===== config.mk =====
export PLATFORM = sky130hd
export DESIGN_NAME = lbps_device_flat
export DESIGN_NICKNAME = d
export VERILOG_FILES = /design/src/design/lbps_pkg.sv /design/src/design/lbps_link.sv /design/src/design/lbps_device.sv /design/src/flat_wrapper.sv
export SDC_FILE = /design/constraint.sdc
export NUM_CORES = 1
export LEC_CHECK = 0
export BUFFER_PORTS_ARGS = -buffer_cell sky130_fd_sc_hd__buf_4
export CAP_MARGIN = 20
export CORE_MARGIN = 2
export CORE_UTILIZATION = 40
export CTS_CLUSTER_SIZE = 25
export DETAILED_ROUTE_END_ITERATION = 12
export HOLD_SLACK_MARGIN = 0.08
export PLACE_DENSITY = 0.62
export SLEW_MARGIN = 20
export SYNTH_ARGS = -nofsm -noshare
export SYNTH_HDL_FRONTEND = slang
export SYNTH_SLANG_ARGS = --single-unit

===== constraint.sdc =====
create_clock -name mclk -period 2.1 [get_ports mclk]
set_clock_uncertainty 0.15 [all_clocks]
set_input_delay 0 -clock mclk [delete_from_list [all_inputs] [get_ports mclk]]
set_output_delay 0 -clock mclk [all_outputs]
set_load 0.005 [all_outputs]

===== src/design/lbps_pkg.sv =====
/*
  Package for the LED boost sequencer: timing constants, soft start steps,
  limit codes and state encodings shared by the device end and the host end.
  Assumes a 20 MHz mclk shared by both ends.
*/
package lbps_pkg;
  localparam int CLK_HZ = 20_000_000;
  localparam int NS_PER_S = 1_000_000_000;

  localparam int ENABLE_US = 50;
  localparam int ENABLE_CYC = (ENABLE_US * (CLK_HZ / 1_000_000));
  localparam int SHUTDOWN_MS = 32;
  localparam int SHUTDOWN_CYC = SHUTDOWN_MS * (CLK_HZ / 1000);
  localparam int SHUTDOWN_MIN_MS = 10;
  localparam int SHUTDOWN_MIN_CYC = SHUTDOWN_MIN_MS * (CLK_HZ / 1000);
  localparam int BLANK_NS = 400;
  localparam int BLANK_CYC = (BLANK_NS * (CLK_HZ / 1_000_000) + 999) / 1000;
  localparam int MAX_ON_NS = 6000;
  localparam int MAX_ON_CYC = (MAX_ON_NS * (CLK_HZ / 1_000_000)) / 1000;
  localparam int MIN_OFF_NS = 400;
  localparam int MIN_OFF_CYC = (MIN_OFF_NS * (CLK_HZ / 1_000_000) + 999) / 1000;

  localparam int SS_STEP_CYCLES = 256;
  localparam int SS_DONE_CYCLES = 512;

  localparam int HOST_HIGH_SS_NS = 2500;
  localparam int HOST_HIGH_SS_CYC = (HOST_HIGH_SS_NS * (CLK_HZ / 1_000_000) + 999) / 1000 + 1;
  localparam int HOST_HIGH_RUN_NS = 400;
  localparam int HOST_HIGH_RUN_CYC = (HOST_HIGH_RUN_NS * (CLK_HZ / 1_000_000) + 999) / 1000 + 1;

  localparam logic [1:0] LIMIT_OFF = 2'h0;
  localparam logic [1:0] LIMIT_QUARTER = 2'h1;
  localparam logic [1:0] LIMIT_HALF = 2'h2;
  localparam logic [1:0] LIMIT_FULL = 2'h3;

  typedef enum logic [1:0] {DEV_OFF, DEV_RUN} lbps_dev_state_t;
  typedef enum logic [1:0] {SW_IDLE, SW_ON, SW_OFFTIME} lbps_sw_state_t;
endpackage


===== src/design/lbps_link.sv =====
/*
  Link between the host brightness source and the device sequencer.
  Assumes both ends share mclk; brightEnable is driven by the host only, softStartDone by the device.
*/
interface lbps_link;
  logic brightEnable;
  logic softStartDone;

  modport device (input brightEnable, output softStartDone);
  modport host (output brightEnable, input softStartDone);
endinterface


===== src/design/lbps_device.sv =====
/*
  Device end: filters the combined enable/brightness input, drives the LED
  string switch and the main power switch, and steps the peak current limit.
  Assumes comparator and protection inputs are synchronous to mclk.
*/
// Function
// - Enable after input high 50 us
// - Input low 32 ms shuts down
// - Lows under 10 ms never shut down
// - Rising edge closes LED switch at once
// - Ignore feedback 400 ns after closing
// - Feedback below reference turns switch on
// - Peak current reached turns switch off
// - Maximum on-time 6 us forces off
// - Off at least 400 ns and feedback low
// - Limit quarter, half, full per 256 cycles
// - Soft start done after 512 cycles
// - Host high phase over 2.5 us early
// - Host high phase over 400 ns later
// - Host frequency 100 Hz to 50 kHz; lbps_host does not bound it and takes any periodCycles
// - Host duty 1% to 100%; lbps_host does not bound it, and highCycles 0 gives 0%
// - Host never leaves input floating
// - Overvoltage holds main switch off
// - Undervoltage opens both switches
// - Thermal shutdown opens both switches
module lbps_device
  import lbps_pkg::*;
#(
  parameter int SHUTDOWN_COUNT = SHUTDOWN_CYC,
  parameter int ENABLE_COUNT   = ENABLE_CYC
) (
  // Clock and reset
  input  wire logic       mclk,
  input  wire logic       resetn,
  // Host link
  lbps_link.device        link,
  // Comparator and protection inputs
  input  wire logic       fbBelowRef,
  input  wire logic       peakReached,
  input  wire logic       overvoltageGuard,
  input  wire logic       underVoltage,
  input  wire logic       thermalShutdown,
  // Switch commands and status
  output logic            mainPowerSwitch,
  output logic            ledStringSwitch,
  output logic [1:0]      peakCurrentLimit,
  output logic            deviceEnabled
);
  typedef struct packed {
    lbps_dev_state_t dev;
    lbps_sw_state_t  sw;
    logic            prevIn;
    logic [31:0]     highCnt;
    logic [31:0]     lowCnt;
    logic [3:0]      blankCnt;
    logic [7:0]      onCnt;
    logic [3:0]      offCnt;
    logic [9:0]      ssCnt;
    logic            mainSw;
    logic            ledSw;
    logic [1:0]      limit;
    logic            ssDone;
  } lbps_dev_regs_t;

  lbps_dev_regs_t r_q;
  lbps_dev_regs_t r_d;
  logic           inHigh;
  logic           fault;

  assign inHigh = link.brightEnable;
  assign fault  = underVoltage | thermalShutdown;

  always_comb begin
    r_d = r_q;
    r_d.prevIn = inHigh;
    r_d.highCnt = inHigh ? ((r_q.highCnt < 32'(ENABLE_COUNT)) ? r_q.highCnt + 32'h1 : r_q.highCnt) : 32'h0;
    r_d.lowCnt = inHigh ? 32'h0 : ((r_q.lowCnt < 32'(SHUTDOWN_COUNT)) ? r_q.lowCnt + 32'h1 : r_q.lowCnt);
    if (r_q.blankCnt != 4'h0) begin
      r_d.blankCnt = r_q.blankCnt - 4'h1;
    end
    case (r_q.dev)
      DEV_OFF: begin
        r_d.mainSw = 1'b0;
        r_d.ledSw = 1'b0;
        r_d.sw = SW_IDLE;
        r_d.ssCnt = 10'h0;
        r_d.ssDone = 1'b0;
        r_d.limit = LIMIT_OFF;
        // A saturated count still enables, so a fault that clears under a steady high input restarts.
        if (r_q.highCnt >= 32'(ENABLE_COUNT - 1) && inHigh && !fault) begin
          r_d.dev = DEV_RUN;
          r_d.ledSw = 1'b1;
          r_d.limit = LIMIT_QUARTER;
          r_d.blankCnt = 4'(BLANK_CYC);
        end
      end
      DEV_RUN: begin
        // The LED switch tracks the input; a closing restarts the blanking window.
        if (inHigh && !r_q.prevIn) begin
          r_d.ledSw = 1'b1;
          r_d.blankCnt = 4'(BLANK_CYC);
        end else if (!inHigh) begin
          r_d.ledSw = 1'b0;
        end
        case (r_q.sw)
          SW_IDLE: begin
            if (fbBelowRef && r_q.blankCnt == 4'h0 && !overvoltageGuard) begin
              r_d.sw = SW_ON;
              r_d.mainSw = 1'b1;
              r_d.onCnt = 8'h0;
              if (r_q.ssCnt != 10'(SS_DONE_CYCLES)) begin
                r_d.ssCnt = r_q.ssCnt + 10'h1;
              end
            end
          end
          SW_ON: begin
            r_d.onCnt = r_q.onCnt + 8'h1;
            if (peakReached || r_q.onCnt == 8'(MAX_ON_CYC - 1) || overvoltageGuard) begin
              r_d.sw = SW_OFFTIME;
              r_d.mainSw = 1'b0;
              r_d.offCnt = 4'(MIN_OFF_CYC - 1);
            end
          end
          SW_OFFTIME: begin
            r_d.offCnt = r_q.offCnt - 4'h1;
            if (r_q.offCnt == 4'h0) begin
              r_d.sw = SW_IDLE;
            end
          end
          default: r_d.sw = SW_IDLE;
        endcase
        if (r_q.ssCnt < 10'(SS_STEP_CYCLES)) begin
          r_d.limit = LIMIT_QUARTER;
        end else if (r_q.ssCnt < 10'(SS_DONE_CYCLES)) begin
          r_d.limit = LIMIT_HALF;
        end else begin
          r_d.limit = LIMIT_FULL;
          r_d.ssDone = 1'b1;
        end
        // Shutdown on a fault, or once the low phase passes 32 ms, which is also beyond 10 ms.
        if (fault || r_q.lowCnt == 32'(SHUTDOWN_COUNT - 1) && !inHigh) begin
          r_d.dev = DEV_OFF;
          r_d.mainSw = 1'b0;
          r_d.ledSw = 1'b0;
          r_d.ssCnt = 10'h0;
          r_d.ssDone = 1'b0;
          r_d.limit = LIMIT_OFF;
          r_d.sw = SW_IDLE;
        end
      end
      default: r_d.dev = DEV_OFF;
    endcase
  end

  always_ff @(posedge mclk or negedge resetn) begin
    if (!resetn) begin
      r_q <= '{dev: DEV_OFF, sw: SW_IDLE, limit: LIMIT_OFF, default: '0};
    end else begin
      r_q <= r_d;
    end
  end

  assign mainPowerSwitch   = r_q.mainSw;
  assign ledStringSwitch   = r_q.ledSw;
  assign peakCurrentLimit  = r_q.limit;
  assign deviceEnabled     = (r_q.dev == DEV_RUN);
  assign link.softStartDone = r_q.ssDone;
endmodule


===== src/flat_wrapper.sv =====
// flat-port wrapper written by rule: the top's interface ports become plain ports
module lbps_device_flat import lbps_pkg::*;
#(
  parameter int SHUTDOWN_COUNT = SHUTDOWN_CYC,
  parameter int ENABLE_COUNT   = ENABLE_CYC
)
  (mclk, resetn, fbBelowRef, peakReached, overvoltageGuard, underVoltage, thermalShutdown, mainPowerSwitch, ledStringSwitch, peakCurrentLimit, deviceEnabled, link_brightEnable, link_softStartDone);
  lbps_link link_i ();
  input  wire logic mclk;
  input  wire logic resetn;
  input  wire logic fbBelowRef;
  input  wire logic peakReached;
  input  wire logic overvoltageGuard;
  input  wire logic underVoltage;
  input  wire logic thermalShutdown;
  output logic mainPowerSwitch;
  output logic ledStringSwitch;
  output logic [1:0] peakCurrentLimit;
  output logic deviceEnabled;
  input wire logic [$bits(link_i.brightEnable)-1:0] link_brightEnable;
  output wire logic [$bits(link_i.softStartDone)-1:0] link_softStartDone;
  assign link_i.brightEnable = link_brightEnable;
  assign link_softStartDone = link_i.softStartDone;
  lbps_device #(.SHUTDOWN_COUNT(SHUTDOWN_COUNT), .ENABLE_COUNT(ENABLE_COUNT)) u_core (.mclk(mclk), .resetn(resetn), .link(link_i), .fbBelowRef(fbBelowRef), .peakReached(peakReached), .overvoltageGuard(overvoltageGuard), .underVoltage(underVoltage), .thermalShutdown(thermalShutdown), .mainPowerSwitch(mainPowerSwitch), .ledStringSwitch(ledStringSwitch), .peakCurrentLimit(peakCurrentLimit), .deviceEnabled(deviceEnabled));
endmodule

==> out/qor.csv, run 1 <==
metric,value,unit
start_util,40.8,%
path_max_fanout,4,
drcViolationCount,0,
synth_compound_area_share,6.42,%
synthCells,458,
fin_nets,527,
rows,39,
cts.sinks,99,
clock_path_buffers,2,
worstPathArrival,2.22,ns
async_flop_share,100,%
synth_top_family_by_area,simple AND/OR/NAND/NOR gates,
clk_latency,0.35,ns
antenna_found_initial,0,
finalSetupTns,0,ns
num_vias,3454,
synth-simple-area-share,27.8,%
holdWs,0.334,ns
holdCritPathClass,register to register,
root_buffer,clkbuf_16,
diodes,0,
yosysTopAreaCell,dfrtp_1,
critPathKind,register to register,
yosysMostFrequentCell,dfrtp_1,
synthTopCellsByCount,"dfrtp_1 (99), nand2_1 (36), nor2_1 (36)",
syn_area_per_cell,10.1,sq um
drive_gt1_share,21.9,%
slowest_delay,0.41,ns
p_per_area,704,nW/um^2
cp_slowest_cell,or3b_4,
ys_top_cells_by_area,"dfrtp_1 (53%), xnor2_1 (4.2%), and2_1 (3.4%)",
synth-adder-area-share,1.89,%
pin_count,14,
grt_pass1_wl,15700,um
grt_use_total,15.4,%
period_share,99.6,%
synthMuxAreaShare,2.02,%
rsz0062_at_grt,true,
syn_nets,473,
endpoint_kind,register,
crit_chain,inv_2 > ha_4 > or3b_4 > nor4_4 > nand4_1 > or3_4 > a21oi_2,
tightest_slew,0.546,ns
drtIter0Drc,227,
synth_ff_type,dfrtp_1,
wire_per_inst,14.1,um
htreeDepth,3,
synthToLayoutAreaGrowth,25.3,%
routed_wirelength,9280,um
cts_made_buffers,9,
grt_max_degree,42,
seq_area_frac_synth,53.4,%
dieHeight,112,um
cts_tree,built,
run_status,"finished, final reports clean",
drtPass1Iterations,4,
slew_headroom,63.1,%
place_congestion,0.836,
yosys_warnings,0,
fin_ws,0.00793,ns
ant_nets,0,
clk_pin_slew,0.07,ns
finalCriticalPeriod,2.09,ns
start_kind,register,
dpl.hpwl,5990,um
power.total,4.09,mW
drv_slew,0,
grt_pass1_vias,3398,
max_freq,478,MHz
grt-ovfl-total,0,
required,2.23,ns
synth-edff-count,0,
hold_viol_final,0,
peakVddDrop,0.000540,V
die_area,12500,sq um
via_per_inst,5.23,
yosys_register_bits,99,
cap_violations,0,
io_buffers,13,
syn_area,4640,sq um
design.core.area,11400,sq um
power_leakage,2.61,nW
die_width,112,um
synth_xor_area_share,5.10,%
yosysTopAreaCellShare,53.4,%
synth_cell_type_count,53,
setup_viol,0,
pre_cts_ws,-0.0866,ns
==> worst max-delay path: cells and delay by family (launching register included) <==
kind                       cells  cell delay, ns
adders and majority gates      1            0.13
buffers and inverters          1            0.08
AOI/OAI and AO/OA              1            0.11
and+or+nand+nor                4            1.15
DFF                            1            0.40
==> per-layer routing <==
layer / share of wire (%) / track usage [%] / wire, um
met1: 48 / 20.5 / 4470
met2: 47 / 24.6 / 4400
met3: 3.0 / 4.30 / 276
met4: 1.5 / 4.61 / 138
met5: 0 / 0 / 0
==> path summary, 6_finish.rpt <==
check,startpoint,endpoint,slack [ns],depth (start not counted)
setup / recovery,u_core.r_q[27],u_core.r_q[11],0.008,7
hold / removal,u_core.r_q[72],u_core.r_q[72],0.33,2
setup reg to reg,u_core.r_q[27],u_core.r_q[11],0.008,7
hold reg to reg,u_core.r_q[72],u_core.r_q[72],0.33,2
max in group asynchronous,resetn,u_core.r_q[96],0.58,4
min in group asynchronous,resetn,u_core.r_q[13],0.57,3
==> flip-flops by register name, summed over array words and instances (netlist names) <==
signal and count:
u_core.r_q 94, u_core.link.softStartDone 1, u_core.ledStringSwitch 1, u_core.mainPowerSwitch 1, u_core.peakCurrentLimit 2
==> through the flow <==
stage / instance area, sq um / util (%) / cells
global placement: 5080 / 44.7 / 627
global route: 5810 / 51.1 / 660
floorplan: 4640 / - / 458
detailed placement: 5080 / 44.7 / 627
finish: 5810 / 51.1 / 660
CTS: 5580 / 49.1 / 654
==> kinds of logic after synthesis <==
kind of cell | Yosys count
muxes | 9
and+or+nand+nor | 233
AOI/OAI and AO/OA | 48
DFF | 99
adders and majority gates | 7
buffers and inverters | 35
xor gates and xnor gates | 27
==> area by class of cell <==
class                      instances  area, sq um
clock inverter                     7          139
inverter                          14         52.6
timing repair buffer              64          519
multi-input combinational        324         2220
clock buffer                       9          225
sequential                        99         2480
fill                            1008         5560
tap                              143          179
==> report_power, final <==
group	leakage [nW]	internal [mW]	total [mW]	switching, mW
clock network	0.180	1.28	2.00	0.719
registers	1.35	1.92	1.94	0.0154
logic	1.07	0.0604	0.153	0.0924
total	2.61	3.27	4.09	0.827
==> layout by cell type, fill, tap and decap left out, types with 11 or more instances in the layout <==
cell,count
nor4_2,11
nor3_1,13
nor2_1,36
dfrtp_1,98
a21oi_1,18
and2_1,25
nand2_1,36
inv_1,12
nor2b_1,20
buf_4,53
xnor2_1,22
nand3_1,26
nand4_1,13
==> repair_timing <==
item,in CTS,in global routing
cloned,0,0
pin swaps,2,6
hold buffers,9,0
resized for setup,7,34
setup buffers,2,6
hold endpoints to repair,139,0
setup endpoints to repair,8,43
(Power assumes the default switching activity.)
==> inputs of run 2 (changes only) <==
- CORE_UTILIZATION: 40 -> 38
- PLACE_DENSITY: 0.62 -> 0.6
==> out/qor.csv, run 2 (synthesis gave the netlist of run 1 again) <==
metric,value,unit,change
run_status,"finished, final reports clean",,
drive_gt1_share,19.2,%,-2.6 points
clk_pin_slew,0.07,ns,about the same
largest_reg_flops,94,,unchanged
pin_count,14,,unchanged
drtPass1Iterations,4,,unchanged
critPathBufInv,1,,unchanged
design.core.area,12000,sq um,+5.2%
max_freq,486,MHz,+1.6%
endpoint_kind,register,,
rsz0062_at_grt,true,,
drv_slew,0,,unchanged
place_congestion,0.840,,+0.54%
clk_latency,0.34,ns,about the same
grt-ovfl-total,0,,unchanged
grt_use_total,14.6,%,-0.78 points
rows,40,,+2.6%
antenna_found_initial,0,,unchanged
period_share,98.0,%,-1.6 points
fin_util,47.0,%,-4.1 points
ant_nets,0,,unchanged
io_buffers,13,,unchanged
finalCriticalPeriod,2.06,ns,-0.0331 ns
final_common_cell,dfrtp_1,,
start_kind,register,,
drtIter0Drc,218,,-4.0%
path_delay_family,simple AND/OR/NAND/NOR gates,,
power_leakage,2.54,nW,-2.6%
required,2.22,ns,about the same
synthToLayoutAreaGrowth,21.3,%,
setup_viol,0,,unchanged
clock_path_buffers,2,,unchanged
place_area,5100,sq um,+0.34%
path_max_fanout,4,,unchanged
routed_wirelength,8950,um,-3.6%
fin_nets,520,,-1.3%
htreeDepth,3,,unchanged
peakVddDrop,0.000348,V,-36%
wire_per_inst,13.6,um,-3.1%
tightest_slew,0.540,ns,-0.00546 ns
drcViolationCount,0,,unchanged
grt_pass1_vias,3319,,-2.3%
fillers,1087,,+7.8%
dieHeight,114,um,+2.5%
hold_viol_final,0,,unchanged
slowest_delay,0.41,ns,about the same
top_register,u_core.r_q,,
cts_tree,built,,
fin_area,5630,sq um,-3.2%
slew_headroom,64.0,%,+0.88 points
num_vias,3354,,-2.9%
cts.sinks,99,,unchanged
die_area,13100,sq um,+5.1%
die_width,114,um,+2.5%
cts_made_buffers,9,,unchanged
via_per_inst,5.11,,-2.5%
dpl.hpwl,5990,um,about the same
grt_pass1_wl,15500,um,-1.7%
grt_max_degree,48,,+14%
holdCritPathClass,input pin to register,,
crit_chain,inv_2 > ha_4 > or3b_4 > nor4_4 > nand4_1 > or3_1 > a21oi_2,,
cap_violations,0,,unchanged
diodes,0,,unchanged
root_buffer,clkbuf_16,,
critPathKind,register to register,,
start_util,38.8,%,-2.0 points
cp_slowest_cell,or3b_4,,
final_cell_mix,"dfrtp_1 (99), buf_4 (47), nor2_1 (36), nand2_1 (36), nand3_1 (26)",,
worstPathArrival,2.18,ns,-0.04 ns
p_per_area,662,nW/um^2,-6.0%
-- run 2: through the flow --
stage	total power, mW	setup TNS [ns]	setup slack (ns)	std cells	hold WS [ns]
5_1_grt	3.88	-0.356	-0.116	657	0.216
3_5_place_dp	2.12	-0.196	-0.0614	631	-0.125
6_report	3.73	0	0.0411	657	0.177
4_1_cts	3.78	-0.000755	-0.000755	656	0.162
3_3_place_gp	2.11	0	0.0204	631	-0.131
2_1_floorplan	2.03	0	0.0280	458	-0.446
-- run 2: worst register-to-register path: stages (launching register included) --
cell     delay, ns
dfrtp_1       0.39
inv_2         0.08
ha_4          0.13
or3b_4        0.41
nor4_4        0.17
nand4_1       0.16
or3_1         0.35
a21oi_2       0.15
-- run 2: routing by layer --
layer	global-route usage, %	share of wire (%)	up-vias
li1	-	-	1698
met1	20.3	50	1625
met2	22.9	47	24
met3	3.23	2.5	7
met4	4.23	0.95	0
met5	0	0	-
-- run 2: layout make-up --
class / count / area, sq um / area share, %
clock buffer: 11 / 233 / 4.14
clock inverter: 5 / 60.1 / 1.07
inverter: 14 / 52.6 / 0.934
multi-input combinational: 324 / 2150 / 38.1
sequential: 99 / 2480 / 44.0
tap: 147 / 184 / 3.27
timing repair buffer: 57 / 473 / 8.41
-- run 2: path summary, 6_finish.rpt --
| check | to | from | cells past startpoint | slack, ns |
|---|---|---|---|---|
| min in group asynchronous | u_core.peakCurrentLimit[1] | resetn | 3 | 0.59 |
| worst min-delay path | u_core.r_q[96] | fbBelowRef | 6 | 0.18 |
| max in group asynchronous | u_core.r_q[87] | resetn | 4 | 0.59 |
| worst max register to register | u_core.r_q[11] | u_core.r_q[27] | 7 | 0.04 |
| worst min register to register | u_core.r_q[72] | u_core.r_q[72] | 2 | 0.33 |
| worst max-delay path | u_core.r_q[11] | u_core.r_q[27] | 7 | 0.04 |
-- run 2: where the power goes --
part	leakage, nW	total (mW)	internal (mW)	switching (mW)
Sequential	1.36	1.94	1.92	0.0146
Clock	0.141	1.64	0.931	0.706
Combinational	1.04	0.153	0.0592	0.0933
-- run 2: timing repair --
action / 4_1_cts / 5_1_grt
setup endpoints to repair: 8 / 49
hold buffers: 8 / 0
setup buffers: 1 / 1
resized for setup: 4 / 23
pin swaps: 4 / 3
endpoints found under the hold margin: 146 / 0
==> inputs of run 3 (changes only) <==
- CORE_ASPECT_RATIO: unset -> 0.75
==> out/qor.csv, run 3 (synthesis gave the netlist of run 1 again) <==
metric,value,unit,change
p_sw_share,19.9,%,-1.9 points
peakVddDrop,0.000411,V,+18%
die_width,132,um,+15%
setup_viol,1,,+1
htreeDepth,3,,unchanged
finalCriticalPeriod,2.11,ns,+0.0505 ns
grt_max_degree,45,,-6.3%
largest_reg_flops,94,,unchanged
drcViolationCount,0,,unchanged
grt_use_total,15.0,%,+0.42 points
cp_slowest_cell,or3b_4,,
drtIter0Drc,184,,-16%
dpl.hpwl,6160,um,+2.8%
path_max_fanout,4,,unchanged
drive_gt1_share,21.0,%,+1.8 points
ant_nets,0,,unchanged
r2r-start,u_core.r_q[27],,
violations,setup timing,,
cap_violations,0,,unchanged
antenna_found_initial,0,,unchanged
worstPathArrival,2.23,ns,+0.05 ns
path_depth,7,,unchanged
finalSetupTns,-0.00945,ns,-0.00945 ns
path_delay_family,simple AND/OR/NAND/NOR gates,,
clock_power_share,47.2,%,+3.3 points
required,2.22,ns,about the same
rows,34,,-15%
p_seq_share,48.9,%,-3.1 points
period_share,100,%,+2.4 points
cts_tree,built,,
fillers,1043,,-4.0%
design.core.area,11700,sq um,-1.8%
routed_wirelength,9500,um,+6.2%
pin_count,14,,unchanged
tightest_slew,0.567,ns,+0.0264 ns
io_buffers,13,,unchanged
holdWs,0.338,ns,+0.161 ns
via_per_inst,5.12,,+0.20%
p_per_area,684,nW/um^2,+3.2%
cts.sinks,99,,unchanged
drtPass1Iterations,4,,unchanged
intPower,3.17,mW,+9.0%
run_status,"complete, but fails checks",,
diodes,0,,unchanged
rsz0062_at_grt,true,,
crit_start,u_core.r_q[27],,
dieHeight,99.7,um,-13%
endpoint_kind,register,,
critPathKind,register to register,,
r2r_setup_slack,-0.009,ns,-0.05 ns
wire_per_inst,14.0,um,+3.1%
place_congestion,0.787,,-6.4%
drv_slew,0,,unchanged
combPwrFrac,3.9,%,-0.2 points
die_area,13100,sq um,about the same
grt_pass1_vias,3285,,-1.0%
holdCritPathClass,register to register,,
grt_pass1_wl,16000,um,+3.3%
r2r-end,u_core.r_q[11],,
max_freq,474,MHz,-2.4%
final_common_cell,dfrtp_1,,
slowest_delay,0.40,ns,about the same
p_sw,790,uW,-3.0%
critPathBufInv,1,,unchanged
synthToLayoutAreaGrowth,25.0,%,
top_register,u_core.r_q,,
final_cell_mix,"dfrtp_1 (99), buf_4 (50), nor2_1 (36), nand2_1 (36), nand3_1 (26)",,
fin_util,49.4,%,+2.3 points
clk_pin_slew,0.06,ns,about the same
fin_ws,-0.00945,ns,-0.0505 ns
fin_nets,525,,+0.96%
cts_made_buffers,9,,unchanged
start_kind,register,,
slew_headroom,62.2,%,-1.8 points
power_leakage,2.61,nW,+2.8%
grt-ovfl-total,0,,unchanged
cp-endpoint,u_core.r_q[11],,
hold_viol_final,0,,unchanged
num_vias,3463,,+3.2%
r2r_cells,7,,unchanged
crit_chain,inv_2 > ha_4 > or3b_4 > nor4_4 > nand4_1 > or3_1 > a21oi_2,,
root_buffer,clkbuf_16,,
clock_path_buffers,2,,unchanged
start_util,39.5,%,+0.73 points
clk_latency,0.34,ns,about the same
==> run 3: what timing repair did <==
item	4_1_cts	5_1_grt
endpoints found under the hold margin	151	0
resized for setup	8	29
setup endpoints to repair	11	45
setup buffers	2	3
hold buffers	9	0
pin swaps	1	1
==> run 3: per-layer routing <==
| layer | GRT usage, % | up-vias | share of wire, % |
|---|---|---|---|
| met2 | 21.5 | 64 | 43 |
| met3 | 3.77 | 13 | 4.0 |
| met5 | 0 | - | 0 |
| li1 | - | 1708 | - |
| met4 | 4.85 | 0 | 1.3 |
| met1 | 22.2 | 1678 | 52 |
==> run 3: how the worst min path moves through the flow <==
stage                         startpoint                      to  slack (ns)  cells after the start
after floorplan                   resetn  u_core.ledStringSwitch       -0.45                      0
after global placement            resetn          u_core.r_q[47]       -0.12                      1
after detailed placement          resetn          u_core.r_q[47]       -0.11                      1
after CTS                 u_core.r_q[74]          u_core.r_q[74]        0.34                      1
after global routing      u_core.r_q[74]          u_core.r_q[74]        0.36                      1
final                     u_core.r_q[84]          u_core.r_q[84]        0.34                      1
==> run 3: worst register-to-register path, delay by kind of cell, from the launching register on <==
| kind | cells | cell delay, ns |
|---|---|---|
| and+or+nand+nor | 4 | 1.14 |
| adders and majority gates | 1 | 0.13 |
| AOI/OAI and AO/OA | 1 | 0.14 |
| buffers and inverters | 1 | 0.09 |
| DFF | 1 | 0.39 |
==> run 3: layout make-up <==
| type | count | area [sq um] | share of cell area (%) |
|---|---|---|---|
| timing repair buffer | 62 | 517 | 8.91 |
| tap | 162 | 203 | 3.50 |
| multi-input combinational | 324 | 2200 | 38.0 |
| inverter | 14 | 52.6 | 0.907 |
| clock inverter | 5 | 100 | 1.73 |
| sequential | 99 | 2480 | 42.7 |
| clock buffer | 11 | 243 | 4.19 |
==> run 3: power by group through the flow <==
stage | registers (mW) | clock network [mW] | logic (mW)
2_1_floorplan | 1.97 | 0 | 0.0618
3_3_place_gp | 1.97 | 0 | 0.138
3_5_place_dp | 1.97 | 0 | 0.142
4_1_cts | 1.94 | 1.92 | 0.156
5_1_grt | 1.94 | 2.00 | 0.177
6_report | 1.94 | 1.87 | 0.155
==> run 3: per-stage QoR <==
| step | setup slack [ns] | area (sq um) | instances | total power, mW |
|---|---|---|---|---|
| after floorplan | 0.0280 | 4640 | 458 | 2.03 |
| after global placement | -0.0176 | 5130 | 647 | 2.11 |
| after detailed placement | -0.0524 | 5130 | 647 | 2.11 |
| after CTS | -0.0100 | 5610 | 674 | 4.01 |
| after global routing | -0.0928 | 5800 | 677 | 4.12 |
| final | -0.00945 | 5800 | 677 | 3.96 |
